<file path="src/verilog/csc_irq_defs.vh">
// constants for the card status-change interrupt routing block
`ifndef CSC_IRQ_DEFS_VH
`define CSC_IRQ_DEFS_VH
`define CFG_OFFSET 12'h805
`define CFG_INDEX 8'h05
`define FLAG_OFFSET 12'h804
`define FLAG_INDEX 8'h04
`define CFG_RESET 8'h00
`define SEL_HI 7
`define SEL_LO 4
`define BIT_DETECT 3
`define BIT_READY 2
`define BIT_WARN 1
`define BIT_DEAD 0
`define SEL_NONE 4'h0
`define SEL_IRQ1 4'h1
`define SEL_SMI 4'h2
`define DIAG_PCI_BIT 5
`define GCTL_CLEAR_MODE_BIT 2
`define PIN_IDLE 5'h18
`endif

</file>
<file path="src/verilog/csc_route_decode.v">
// decoder from route-select code to interrupt line outputs
`timescale 1ns/10ps
`default_nettype none
`include "csc_irq_defs.vh"
module csc_route_decode (
    input wire [3:0] sel_in,       // route-select code
    input wire req_in,             // combined pending request
    input wire diag_pci_in,        // diagnostic pci route default
    input wire pci_route_in,       // pci routing bit
    output reg [15:0] isa_irq_out, // one bit per isa line
    output reg smi_out,            // system management interrupt
    output reg pci_irq_out         // pci interrupt
);
    always @* begin
        isa_irq_out = 16'h0000;
        smi_out = 1'b0;
        pci_irq_out = 1'b0;
        if (sel_in == `SEL_NONE) begin
            // diag bit set makes the pci routing bit a don't care
            pci_irq_out = req_in & (diag_pci_in | pci_route_in);
        end else if (sel_in == `SEL_SMI) begin
            smi_out = req_in;
        end else begin
            isa_irq_out[sel_in] = req_in;
        end
    end
endmodule
`default_nettype wire

</file>
<file path="src/verilog/card_status_irq_routing.v">
// card status-change flags, source masks and interrupt routing
`timescale 1ns/10ps
`default_nettype none
`include "csc_irq_defs.vh"
// Function
// route-select bits 7..4 pick IRQ1, SYSTEM_MANAGEMENT_IRQ, or IRQ3..IRQ15 by code.
// select zero with the diagnostic bit set routes to pci regardless.
// select zero and diagnostic bit clear: no isa line, pci if routing bit.
// bit 3 lets a change on either card-detect input raise an interrupt.
// bit 2 lets a rising READY edge raise an interrupt.
// bit 1 lets a battery warning raise an interrupt.
// bit 0 lets battery dead or the status-change pin raise an interrupt.
// a clear enable suppresses its source; all config bits reset to zero.
// config register sits at offset 805h and index 05h, all bits read/write.
// a disabled source's flag reads zero; an enabled active source sets it.
// flags clear on read or by writing one, chosen by global control bit 2.
// the selected output is asserted while any enabled flag is pending.
module card_status_irq_routing (
    input wire clk_in,               // 100 MHz host clock
    input wire rst_in,               // async reset, active high
    input wire [11:0] addr_in,       // socket register byte offset
    input wire [7:0] index_in,       // compatibility set index
    input wire index_sel_in,         // access uses index_in, not addr_in
    input wire wr_in,                // write strobe, one cycle
    input wire rd_in,                // read strobe, one cycle
    input wire [7:0] wdata_in,       // write data
    output reg [7:0] rdata_out,      // read data, valid cycle after rd_in
    input wire diag_pci_route_default_in, // diagnostic pci route bit
    input wire pci_route_select_bit_in,   // pci routing bit
    input wire [7:0] global_ctrl_in, // global control register value
    input wire card_detect_one_n_in,  // card detect 1 pin, active low
    input wire card_detect_two_n_in,  // card detect 2 pin, active low
    input wire card_ready_in,         // card READY pin
    input wire battery_warn_in,       // battery warning condition
    input wire card_status_change_pin_n_in, // dead/status-change, low
    input wire io_card_in,            // an I/O card is installed
    output wire [15:0] isa_irq_out,  // isa interrupt lines
    output wire system_management_irq_out, // SYSTEM_MANAGEMENT_IRQ request
    output wire pci_irq_out          // pci interrupt request
);
    reg [7:0] cfg_r;
    reg [7:0] cfg_nxt;
    reg [3:0] flag_r;
    reg [3:0] flag_nxt;
    reg [7:0] rdata_nxt;
    reg [4:0] pin_s1_r;
    reg [4:0] pin_s2_r;
    reg [4:0] pin_d_r;
    wire [3:0] en;
    wire [3:0] evt;
    wire [3:0] clr;
    wire hit_cfg;
    wire hit_flag;
    wire cfg_wr;
    wire cfg_rd;
    wire flag_wr;
    wire flag_rd;
    wire clear_mode;
    wire rd_clear;
    wire wr_clear;
    wire req;
    wire cd1_now;
    wire cd2_now;
    wire ready_now;
    wire warn_now;
    wire dead_now;
    wire cd1_last;
    wire cd2_last;
    wire ready_last;

    // one decode serves both registers, in either address space
    function hit;
        input sel;
        input [11:0] a;
        input [7:0] i;
        input [11:0] off;
        input [7:0] idx;
        begin
            hit = sel ? (i == idx) : (a == off);
        end
    endfunction

    // a synchronised level that differs from its previous sample
    function changed;
        input now;
        input last;
        begin
            changed = now ^ last;
        end
    endfunction

    // low-to-high step between two synchronised samples
    function rose;
        input now;
        input last;
        begin
            rose = now & ~last;
        end
    endfunction

    // flag bits dropped by this access; a clearing read drops them all
    function [3:0] clear_mask;
        input rd_clr;
        input wr_clr;
        input [3:0] wdata;
        begin
            clear_mask = 4'h0;
            if (rd_clr)
                clear_mask = 4'hF;
            if (wr_clr)
                clear_mask = clear_mask | wdata;
        end
    endfunction

    assign hit_cfg = hit(index_sel_in, addr_in, index_in,
                         `CFG_OFFSET, `CFG_INDEX);
    assign hit_flag = hit(index_sel_in, addr_in, index_in,
                          `FLAG_OFFSET, `FLAG_INDEX);
    assign en = cfg_r[3:0];

    // pins are asynchronous to the host clock; two stages before use.
    // reset loads the idle pin levels so that release shows no edge
    always @(posedge clk_in or posedge rst_in) begin
        if (rst_in) begin
            pin_s1_r <= `PIN_IDLE;
            pin_s2_r <= `PIN_IDLE;
            pin_d_r <= `PIN_IDLE;
        end else begin
            pin_s1_r <= {card_detect_one_n_in, card_detect_two_n_in,
                         card_ready_in, battery_warn_in,
                         ~card_status_change_pin_n_in};
            pin_s2_r <= pin_s1_r;
            pin_d_r <= pin_s2_r;
        end
    end

    assign cd1_now = pin_s2_r[4];
    assign cd2_now = pin_s2_r[3];
    assign ready_now = pin_s2_r[2];
    assign warn_now = pin_s2_r[1];
    assign dead_now = pin_s2_r[0];
    assign cd1_last = pin_d_r[4];
    assign cd2_last = pin_d_r[3];
    assign ready_last = pin_d_r[2];

    assign evt[`BIT_DETECT] = en[`BIT_DETECT] &
        (changed(cd1_now, cd1_last) | changed(cd2_now, cd2_last));
    // ready and warning carry no meaning with an I/O card installed
    assign evt[`BIT_READY] = en[`BIT_READY] & ~io_card_in &
        rose(ready_now, ready_last);
    assign evt[`BIT_WARN] = en[`BIT_WARN] & ~io_card_in & warn_now;
    assign evt[`BIT_DEAD] = en[`BIT_DEAD] & dead_now;

    assign cfg_wr = wr_in & hit_cfg;
    assign cfg_rd = rd_in & hit_cfg;
    assign flag_wr = wr_in & hit_flag;
    assign flag_rd = rd_in & hit_flag;
    assign clear_mode = global_ctrl_in[`GCTL_CLEAR_MODE_BIT];
    assign rd_clear = flag_rd & ~clear_mode;
    assign wr_clear = flag_wr & clear_mode;
    assign clr = clear_mask(rd_clear, wr_clear, wdata_in[3:0]);

    always @* begin
        // a new event wins over a clear in the same cycle, and a
        // disabled source loses its flag at once
        flag_nxt = ((flag_r & ~clr) | evt) & en;
    end

    always @* begin
        cfg_nxt = cfg_r;
        if (cfg_wr)
            cfg_nxt = wdata_in;
    end

    // read data is taken on the strobe and held until the next read
    always @* begin
        rdata_nxt = rdata_out;
        if (cfg_rd)
            rdata_nxt = cfg_r;
        else if (flag_rd)
            rdata_nxt = {4'h0, flag_r & en};
        else if (rd_in)
            rdata_nxt = 8'h00;
    end

    always @(posedge clk_in or posedge rst_in) begin
        if (rst_in) begin
            cfg_r <= `CFG_RESET;
        end else begin
            cfg_r <= cfg_nxt;
        end
    end

    always @(posedge clk_in or posedge rst_in) begin
        if (rst_in) begin
            flag_r <= 4'h0;
        end else begin
            flag_r <= flag_nxt;
        end
    end

    always @(posedge clk_in or posedge rst_in) begin
        if (rst_in) begin
            rdata_out <= 8'h00;
        end else begin
            rdata_out <= rdata_nxt;
        end
    end

    assign req = |(flag_r & en);

    csc_route_decode u_decode (
        .sel_in(cfg_r[`SEL_HI:`SEL_LO]),
        .req_in(req),
        .diag_pci_in(diag_pci_route_default_in),
        .pci_route_in(pci_route_select_bit_in),
        .isa_irq_out(isa_irq_out),
        .smi_out(system_management_irq_out),
        .pci_irq_out(pci_irq_out)
    );
endmodule
`default_nettype wire

</file>
<file path="config.mk">
export PLATFORM = sky130hd
export DESIGN_NAME = card_status_irq_routing
export DESIGN_NICKNAME = d
export VERILOG_FILES = /design/src/verilog/csc_route_decode.v /design/src/verilog/card_status_irq_routing.v
export VERILOG_INCLUDE_DIRS = /design/src /design/src/verilog
export SDC_FILE = /design/constraint.sdc
export NUM_CORES = 1
export LEC_CHECK = 0
export BUFFER_PORTS_ARGS = -buffer_cell sky130_fd_sc_hd__buf_2
export CORE_ASPECT_RATIO = 0.75
export CORE_MARGIN = 5
export CORE_UTILIZATION = 40
export DETAILED_ROUTE_END_ITERATION = 10
export HOLD_SLACK_MARGIN = 0.05
export PLACE_DENSITY = 0.82
export SYNTH_ARGS = -nofsm -noshare
export SYNTH_HDL_FRONTEND = slang
export SYNTH_SLANG_ARGS = --single-unit
</file>
<file path="constraint.sdc">
create_clock -name clk_in -period 1.8 [get_ports clk_in]
set_input_delay 0.36 -clock clk_in [delete_from_list [all_inputs] [get_ports clk_in]]
set_output_delay 0.36 -clock clk_in [all_outputs]
set_load 0.005 [all_outputs]
</file>
==> results of run 1 <==
-- metrics by stage --
| step | std cells | area [um2] | total power, mW | util, % |
|---|---|---|---|---|
| 3_3_place_gp | 258 | 1970 | 0.912 | 54.2 |
| 2_1_floorplan | 134 | 1510 | 0.851 | - |
| 4_1_cts | 271 | 2140 | 1.59 | 58.9 |
| 6_report | 272 | 2210 | 1.58 | 60.8 |
| 3_5_place_dp | 258 | 1970 | 0.916 | 54.2 |
| 5_1_grt | 272 | 2210 | 1.65 | 60.8 |
-- metal layers --
metal	share of wire [%]	vias to the layer above
li1	-	640
met1	41	639
met2	53	34
met3	5.3	5
met4	0.66	0
met5	0	-
-- worst min path at each step --
stage                     depth (start not counted)          end            startpoint  slack [ns]
after floorplan                                   0  pin_s2_r[0]           pin_s1_r[0]        0.33
after global placement                            0  pin_s2_r[0]           pin_s1_r[0]        0.33
after detailed placement                          0  pin_s2_r[0]           pin_s1_r[0]        0.34
after CTS                                         3  pin_s1_r[0]                rst_in        0.15
after global routing                              1  pin_s1_r[3]  card_detect_two_n_in        0.16
final                                             3  pin_s2_r[0]                rst_in        0.14
-- area by class of cell --
| cell class | count | area, um2 |
|---|---|---|
| inverter | 5 | 18.8 |
| clock buffer | 6 | 72.6 |
| multi-input combinational | 91 | 698 |
| timing repair buffer | 83 | 489 |
| fill | 297 | 1430 |
| sequential | 33 | 833 |
| clock inverter | 2 | 35.0 |
| tap | 52 | 65.1 |
-- state kept, by name, summed over array words and instances, names as in the netlist --
register and cells:
cfg_r 8, rdata_out 8, pin_s1_r 5, pin_s2_r 5
flag_r 4, pin_d_r 3
-- cell usage in the layout, fill, tap and decap left out, types with 5 or more instances in the layout --
cell and count:
o21ai_0 8, clkbuf_8 5, buf_2 63, a21oi_2 5, buf_4 16, mux2_4 8
dfrtp_1 27, dfstp_2 6, nor2_1 18, inv_1 5
-- cell usage after synthesis, drive strengths merged, types with 2 or more instances --
| master | number |
|---|---|
| nor4 | 2 |
| or4 | 2 |
| a21oi | 10 |
| nor2 | 18 |
| nor2b | 2 |
| nand2 | 4 |
| clkbuf | 2 |
| nor3 | 5 |
| a31oi | 4 |
| buf | 3 |
| nand2b | 3 |
| a22oi | 2 |
| mux2 | 8 |
| dfstp | 6 |
| xnor2 | 2 |
| mux2i | 4 |
| a22o | 4 |
| inv | 5 |
| o21ai | 8 |
| dfrtp | 27 |
| or4b | 4 |
-- tightest hold or removal path, cell delays in order --
cell	delay, ns
buf_2	0.09
inv_1	0.04
buf_4	0.35
-- cells by family (layout without fill, tap and decap cells) --
group                     after synthesis  count (layout)  share of synthesized area [%]
and+or+nand+nor                        46              46                           17.0
DFF                                    33              33                           55.6
AOI/OAI and AO/OA                      29              29                           12.3
muxes                                  12              12                           10.7
buffers and inverters                  10              96                           3.01
xor gates and xnor gates                2               2                           1.17
other                                   1               2                          0.250
-- timing repair --
item                                    in CTS  in global routing
setup buffers                                5                  1
endpoints found under the setup margin      32                 32
pin swaps                                    2                  9
gates resized for setup                      5                 14
-- where the power goes --
part / switching [mW] / internal (mW)
Sequential: 0.0152 / 0.769
Clock: 0.255 / 0.410
Combinational: 0.0610 / 0.0723
==> metrics.txt, run 1 <==
die area 5080 um2; Top FF cell, synth dfrtp_1; HPWL Detailed 2790 um; largest net degree at the start of global routing 34; 1st-iter DRT viols 85; die span in x 80.7 um; max-cap viol count 0; post-place setup slack -0.479 ns; CP startpoint addr_in[8]; met1 GRT Util 20.2%; CTS Hold Bufs 0; Final Skew 0.00504 ns; Crit-path slowest cell or4_4; Critical R2R Capture flag_r[3]; most frequent CP cell or4_4; Worst Setup End Kind flop; met2 Track Usage GR 24.7%; Ys Warns 0; total number of vias 1318; Distinct cells, synth 31; failing checks setup timing; top cell type's share of synthesized area 45.1%; CTS tree built; number of global-route vias before repair 1311; unrepaired setup endpoints after global routing yes; Stages on worst setup path 6; Max Transition Viols Final 0; Crit Reg-Reg Startpoint pin_s2_r[3]; reg2reg setup slack 0.70 ns; P_leak 1.11 nW; Max Fclk 502 MHz; All-Layer GR Usage 15.4%; Syn Area/Cell 11.3 um2; crit-path max cell delay 0.55 ns; setup TNS -2.17 ns; Period minus WS final 1.99 ns; detailed-route DRC error count 0; Final Cycle Share 111%; worst hold slack 0.145 ns; I/O Buffers 65; antenna violations before repair 0; Buf/Inv on CP 2; vias per std cell 4.85; NumNets Final 268; critical path type input pin to flop; antenna cell count 0; cell taking the most area after synthesis dfrtp_1; Hold Vio Cnt, Final 0; crit path DAT 2.15 ns; top cells by area, synth dfrtp_1 45%, dfstp_2 11%, mux2_4 8.0%; clock latency on the worst-skew pair 0.28 ns; register bit total from synthesis 33; number of flops mapped to enable cells by yosys 0; Worst-path clk slew 0.06 ns; post-synthesis sequential area ratio 55.6%; final setup fails 16; Hold WC Path Type input pin to async pin; CP cell instances buf_6 -> or4_4 -> or4_4 -> a21boi_4 -> buf_12 -> mux2_4; ys async rst share 100%; Mapped Cells 133; crit-path max FO 8; Required @ worst endpoint 1.96 ns; Cell Pwr Density 716 nW/um2; Reg2Reg Depth 4; gr busiest metal met2; final WL 3810 um; met3 GRT Util 4.90%; clk sink count 33; Worst IR Drop VDD 631 uV; cts bufs inserted 5; Mapped Area 1500 um2; P&R area growth vs syn 47.7%; DR pass1 iterations 4; crit path to cfg_r[1]; final setup margin -0.191 ns; Die Ht 63.0 um; Clock Tree Buf Depth 2; Placer Congestion 0.805; Clock Tree Root clkbuf_8; Remaining Overflow, GRT 0; # IOs 75; CTS HTree Levels 2; first-pass GRT wire length 6090 um; Initial Util 41.2%; Crit path max-delay family simple AND/OR/NAND/NOR gates; layout cells sized above 1 56.4%; drt wl/cell 14.0 um; status complete, but fails checks; FP Rows 19; Routed Antenna Nets 0; Worst Setup Start Kind input pin; Core ar. 3640 um2
Power figures use the tool's default switching activity.
==> run 2, diff against run 1 <==
BUFFER_PORTS_ARGS = unset   (was -buffer_cell sky130_fd_sc_hd__buf_2)
CORE_MARGIN = unset   (was 5)
DONT_BUFFER_PORTS = 1   (was unset)
PLACE_DENSITY = 0.65   (was 0.82)
==> run 2 against run 1 <==
Effect of this change: the flow still finishes with violations (setup timing); register-to-register slack is essentially flat; largest cell class unchanged; global-route usage grew 2.4 points; flip-flop and latch count is the same; non-clock buffer count shrank 66; clock skew grew 0.0026 ns; count of clock-buffer cells in the layout is the same; critical path depth shrank 1; clock power grew 0.9%; sequential power is essentially flat; highest routed layer unchanged; via count shrank 14%.
==> metrics.txt, run 2 (synthesis results as in run 1) <==
multi-input logic area 674 um2; antenna cell count 0; All-Layer GR Usage 17.9%; Remaining Overflow, GRT 0; drt wl/cell 16.5 um; total number of vias 1131; Finished Core Util 53.9%; Worst IR Drop VDD 527 uV; Hold Path Depth 0; cts bufs inserted 5; Crit path max-delay family simple AND/OR/NAND/NOR gates; DR pass1 iterations 4; biggest regs cfg_r x8, rdata_out x8; Seq. cell area 833 um2; P&R area growth vs syn 23.1%; Buf/Inv on CP 1; Final Skew 0.00764 ns; P_leak 0.790 nW; Period minus WS final 1.88 ns; crit-path max cell delay 0.55 ns; largest net degree at the start of global routing 34; Worst-path clk slew 0.06 ns; Hold Vio Cnt, Final 0; status complete, but fails checks; Stages on worst setup path 5; Max Fclk 532 MHz; Clock Tree Buf Depth 2; vias per std cell 5.54; Final Cycle Share 104%; Die Ht 55.0 um; Clock Tree Root clkbuf_8; antenna violations before repair 0; first-pass GRT wire length 5010 um; # IOs 75; CTS HTree Levels 2; CP cell instances or4_4 -> or4_4 -> a21boi_4 -> buf_12 -> mux2_4; final setup fails 8; clock latency on the worst-skew pair 0.29 ns; final setup margin -0.0808 ns; 1st-iter DRT viols 30; critical path type input pin to flop; die span in x 72.7 um; post-place setup slack -0.375 ns; Initial Util 43.7%; Worst Setup End Kind flop; crit-path max FO 8; Core ar. 3420 um2; most frequent CP cell or4_4; Crit-path slowest cell or4_4; die area 4000 um2; clk sink count 33; Placer Congestion 0.827; most common cell after layout, fill and taps aside dfrtp_1; Max Transition Viols Final 0; Cell Pwr Density 832 nW/um2; Worst Setup Start Kind input pin; Pwr Total 1.53 mW; CTS tree built; FP Rows 18; Required @ worst endpoint 1.96 ns; max-cap viol count 0; NumNets Final 202; number of global-route vias before repair 1049; detailed-route DRC error count 0; layout cells sized above 1 33.8%; most frequent cells in the layout 27 x dfrtp_1, 18 x nor2_1, 13 x buf_4; Routed Antenna Nets 0; worst hold slack 0.104 ns; Reg2Reg Depth 4; I/O Buffers 0; FILL cells 310; HPWL Detailed 2450 um; unrepaired setup endpoints after global routing yes; final WL 3360 um; reg2reg setup slack 0.70 ns; failing checks setup timing; crit path DAT 2.05 ns; Hold WC Path Type input pin to flop
## run 2: final timing paths
kind / start / to
worst max-delay path: addr_in[5] / cfg_r[5]
worst min-delay path: card_ready_in / pin_s1_r[2]
worst max register to register: pin_s2_r[3] / flag_r[3]
worst min register to register: pin_s1_r[1] / pin_s2_r[1]
max in group asynchronous: rst_in / pin_d_r[4]
min in group asynchronous: rst_in / pin_s1_r[0]
## run 2: area by class of cell
class,instances,area share [%]
clock buffers,6,3.93
multi-input cells,91,36.6
well taps,50,3.39
clock inverters,2,1.90
inverters,5,1.02
flip-flops and latches,33,45.2
repair buffers,17,8.01
## run 2: what timing repair did
action | CTS | global route
endpoints found under the setup margin | 12 | 18
resized for setup | 4 | 7
buffers inserted | 0 | 3
hold buffers | 1 | 2
hold endpoints to repair | 10 | 2
pin swaps | 2 | 1
## run 2: layer usage
layer / global-route usage [%] / vias to the layer above / part of all wire (%)
li1: - / 509 / -
met1: 20.7 / 555 / 41
met2: 29.3 / 61 / 47
met3: 8.51 / 6 / 11
met4: 6.86 / 0 / 1.2
met5: 0 / - / 0
## run 2: where the power goes
part	switching (mW)	total, mW	internal [mW]
sequential	0.0168	0.786	0.769
clock	0.261	0.671	0.410
combinational	0.0374	0.0772	0.0397
## run 2: through the flow
step	std cells	area [um2]	setup TNS (ns)
after CTS	199	1770	-0.499
after detailed placement	190	1640	-5.38
after floorplan	134	1510	-3.95
after global routing	204	1840	-0.681
after global placement	190	1640	-5.42
final	204	1840	-0.545
==> run 3, diff against run 2 <==
clock period = 2.01 ns   (was 1.8 ns; I/O delays follow)
==> run 3 against run 2 <==
Effect of this change: the run now ends clean; core utilization shrank 2.5 points; count of clock-buffer cells in the layout fell by 1; first-iteration DRC count increased by 3.3%; sequential power shrank 11%; critical path depth did not move; clock skew rose by 0.00094 ns; critical endpoint is now cfg_r[3]; largest power group unchanged.
==> metrics.txt, run 3 (synthesis results as in run 1) <==
status finished clean; Routed Antenna Nets 0; reg2reg setup slack 0.93 ns; Worst-path clk slew 0.08 ns; Worst IR Drop VDD 454 uV; Post-CTS Setup Bufs 0; Initial Util 43.7%; Final Skew 0.00858 ns; CTS Hold Bufs 0; Reg2Reg Depth 4; biggest regs cfg_r x8, rdata_out x8; cts bufs inserted 5; final WL 3250 um; Core ar. 3420 um2; layout cells sized above 1 27.7%; DR WL met3 313 um; FP Rows 18; drt wl/cell 16.4 um; setup TNS 0 ns; Cell Pwr Density 791 nW/um2; Max Fclk 516 MHz; antenna cell count 0; antenna violations before repair 0; Final Cycle Share 96.4%; I/O Buffers 0; crit path DAT 2.11 ns; P_leak 0.756 nW; max-cap viol count 0; Hold WC Path Type input pin to async pin; Critical R2R Capture flag_r[3]; crit-path max FO 8; met2 WL 1460 um; NumNets Final 196; Required @ worst endpoint 2.18 ns; most common cell after layout, fill and taps aside dfrtp_1; HPWL Detailed 2400 um; largest net degree at the start of global routing 34; P&R area growth vs syn 17.5%; final setup fails 0; detailed-route DRC error count 0; Hold Vio Cnt, Final 0; die span in x 72.7 um; CTS tree built; 1st-iter DRT viols 31; vias per std cell 5.57; die area 4000 um2; # IOs 75; Period minus WS final 1.94 ns; number of global-route vias before repair 990; total number of vias 1102; Pwr Total 1.39 mW; Worst Setup End Kind flop; most frequent cells in the layout 27 x dfrtp_1, 18 x nor2_1, 10 x a21oi_1, 10 x buf_4; worst hold slack 0.0804 ns; DR pass1 iterations 4; Clock Tree Root clkbuf_8; Die Ht 55.0 um; critical path type input pin to flop; Crit Reg-Reg Startpoint pin_s2_r[3]; CTS HTree Levels 2; Post-CTS Resized 0; top routing layer used met4; first-pass GRT wire length 4620 um; Remaining Overflow, GRT 0; Worst Setup Start Kind input pin; clock latency on the worst-skew pair 0.29 ns; Clock Tree Buf Depth 2; DRT met1 WL 1410 um; All-Layer GR Usage 16.8%; Max Transition Viols Final 0; clk sink count 33; Placer Congestion 0.813
-- run 3: cell count changes in the layout (fill, tap and decap cells not counted), moves of 3 or more --
cell,previous run,this run
dlygate4sd3_1,3,0
buf_4,13,10
a21oi_1,6,10
a21oi_2,4,0
-- run 3: how the worst max path moves through the flow --
stage                     startpoint          end  slack, ns  cells past startpoint
final                     addr_in[6]     cfg_r[3]       0.07                      5
after detailed placement  addr_in[6]     cfg_r[3]      -0.22                      5
after global routing        cfg_r[3]  pci_irq_out     -0.003                      4
after CTS                 addr_in[6]     cfg_r[3]       0.07                      5
after floorplan           addr_in[5]     cfg_r[7]      -0.24                      4
after global placement    addr_in[5]     cfg_r[2]      -0.21                      5
-- run 3: routing by layer --
metal / vias to the layer above / track usage [%]
met3: 7 / 5.98
met5: - / 0
li1: 498 / -
met2: 66 / 25.5
met4: 0 / 10.8
met1: 531 / 20.6
-- run 3: power breakdown --
| group | total [mW] | internal (mW) | switching (mW) |
|---|---|---|---|
| logic | 0.0597 | 0.0285 | 0.0311 |
| registers | 0.703 | 0.689 | 0.0138 |
| clock network | 0.630 | 0.371 | 0.259 |
-- run 3: layout make-up --
type | count | area (um2)
flip-flops and latches | 33 | 833
clock inverters | 3 | 46.3
repair buffers | 11 | 95.1
multi-input cells | 91 | 634
fillers | 307 | 1660
inverters | 5 | 18.8
clock buffers | 5 | 68.8
well taps | 50 | 62.6
-- run 3: per-stage QoR --
step	cell area [um2]	util [%]	worst slack [ns]	std cells
final	1760	51.4	0.0730	198
after global placement	1640	47.8	-0.210	190
after detailed placement	1640	47.8	-0.224	190
after global routing	1760	51.4	-0.00312	198
after CTS	1750	51.2	0.0678	198
after floorplan	1510	-	-0.239	134
-- run 3: worst max-delay path, cell delays in order --
cell and delay, ns:
or4b_1 0.55, or4_4 0.53, a21boi_4 0.16, buf_12 0.15, mux2_4 0.30
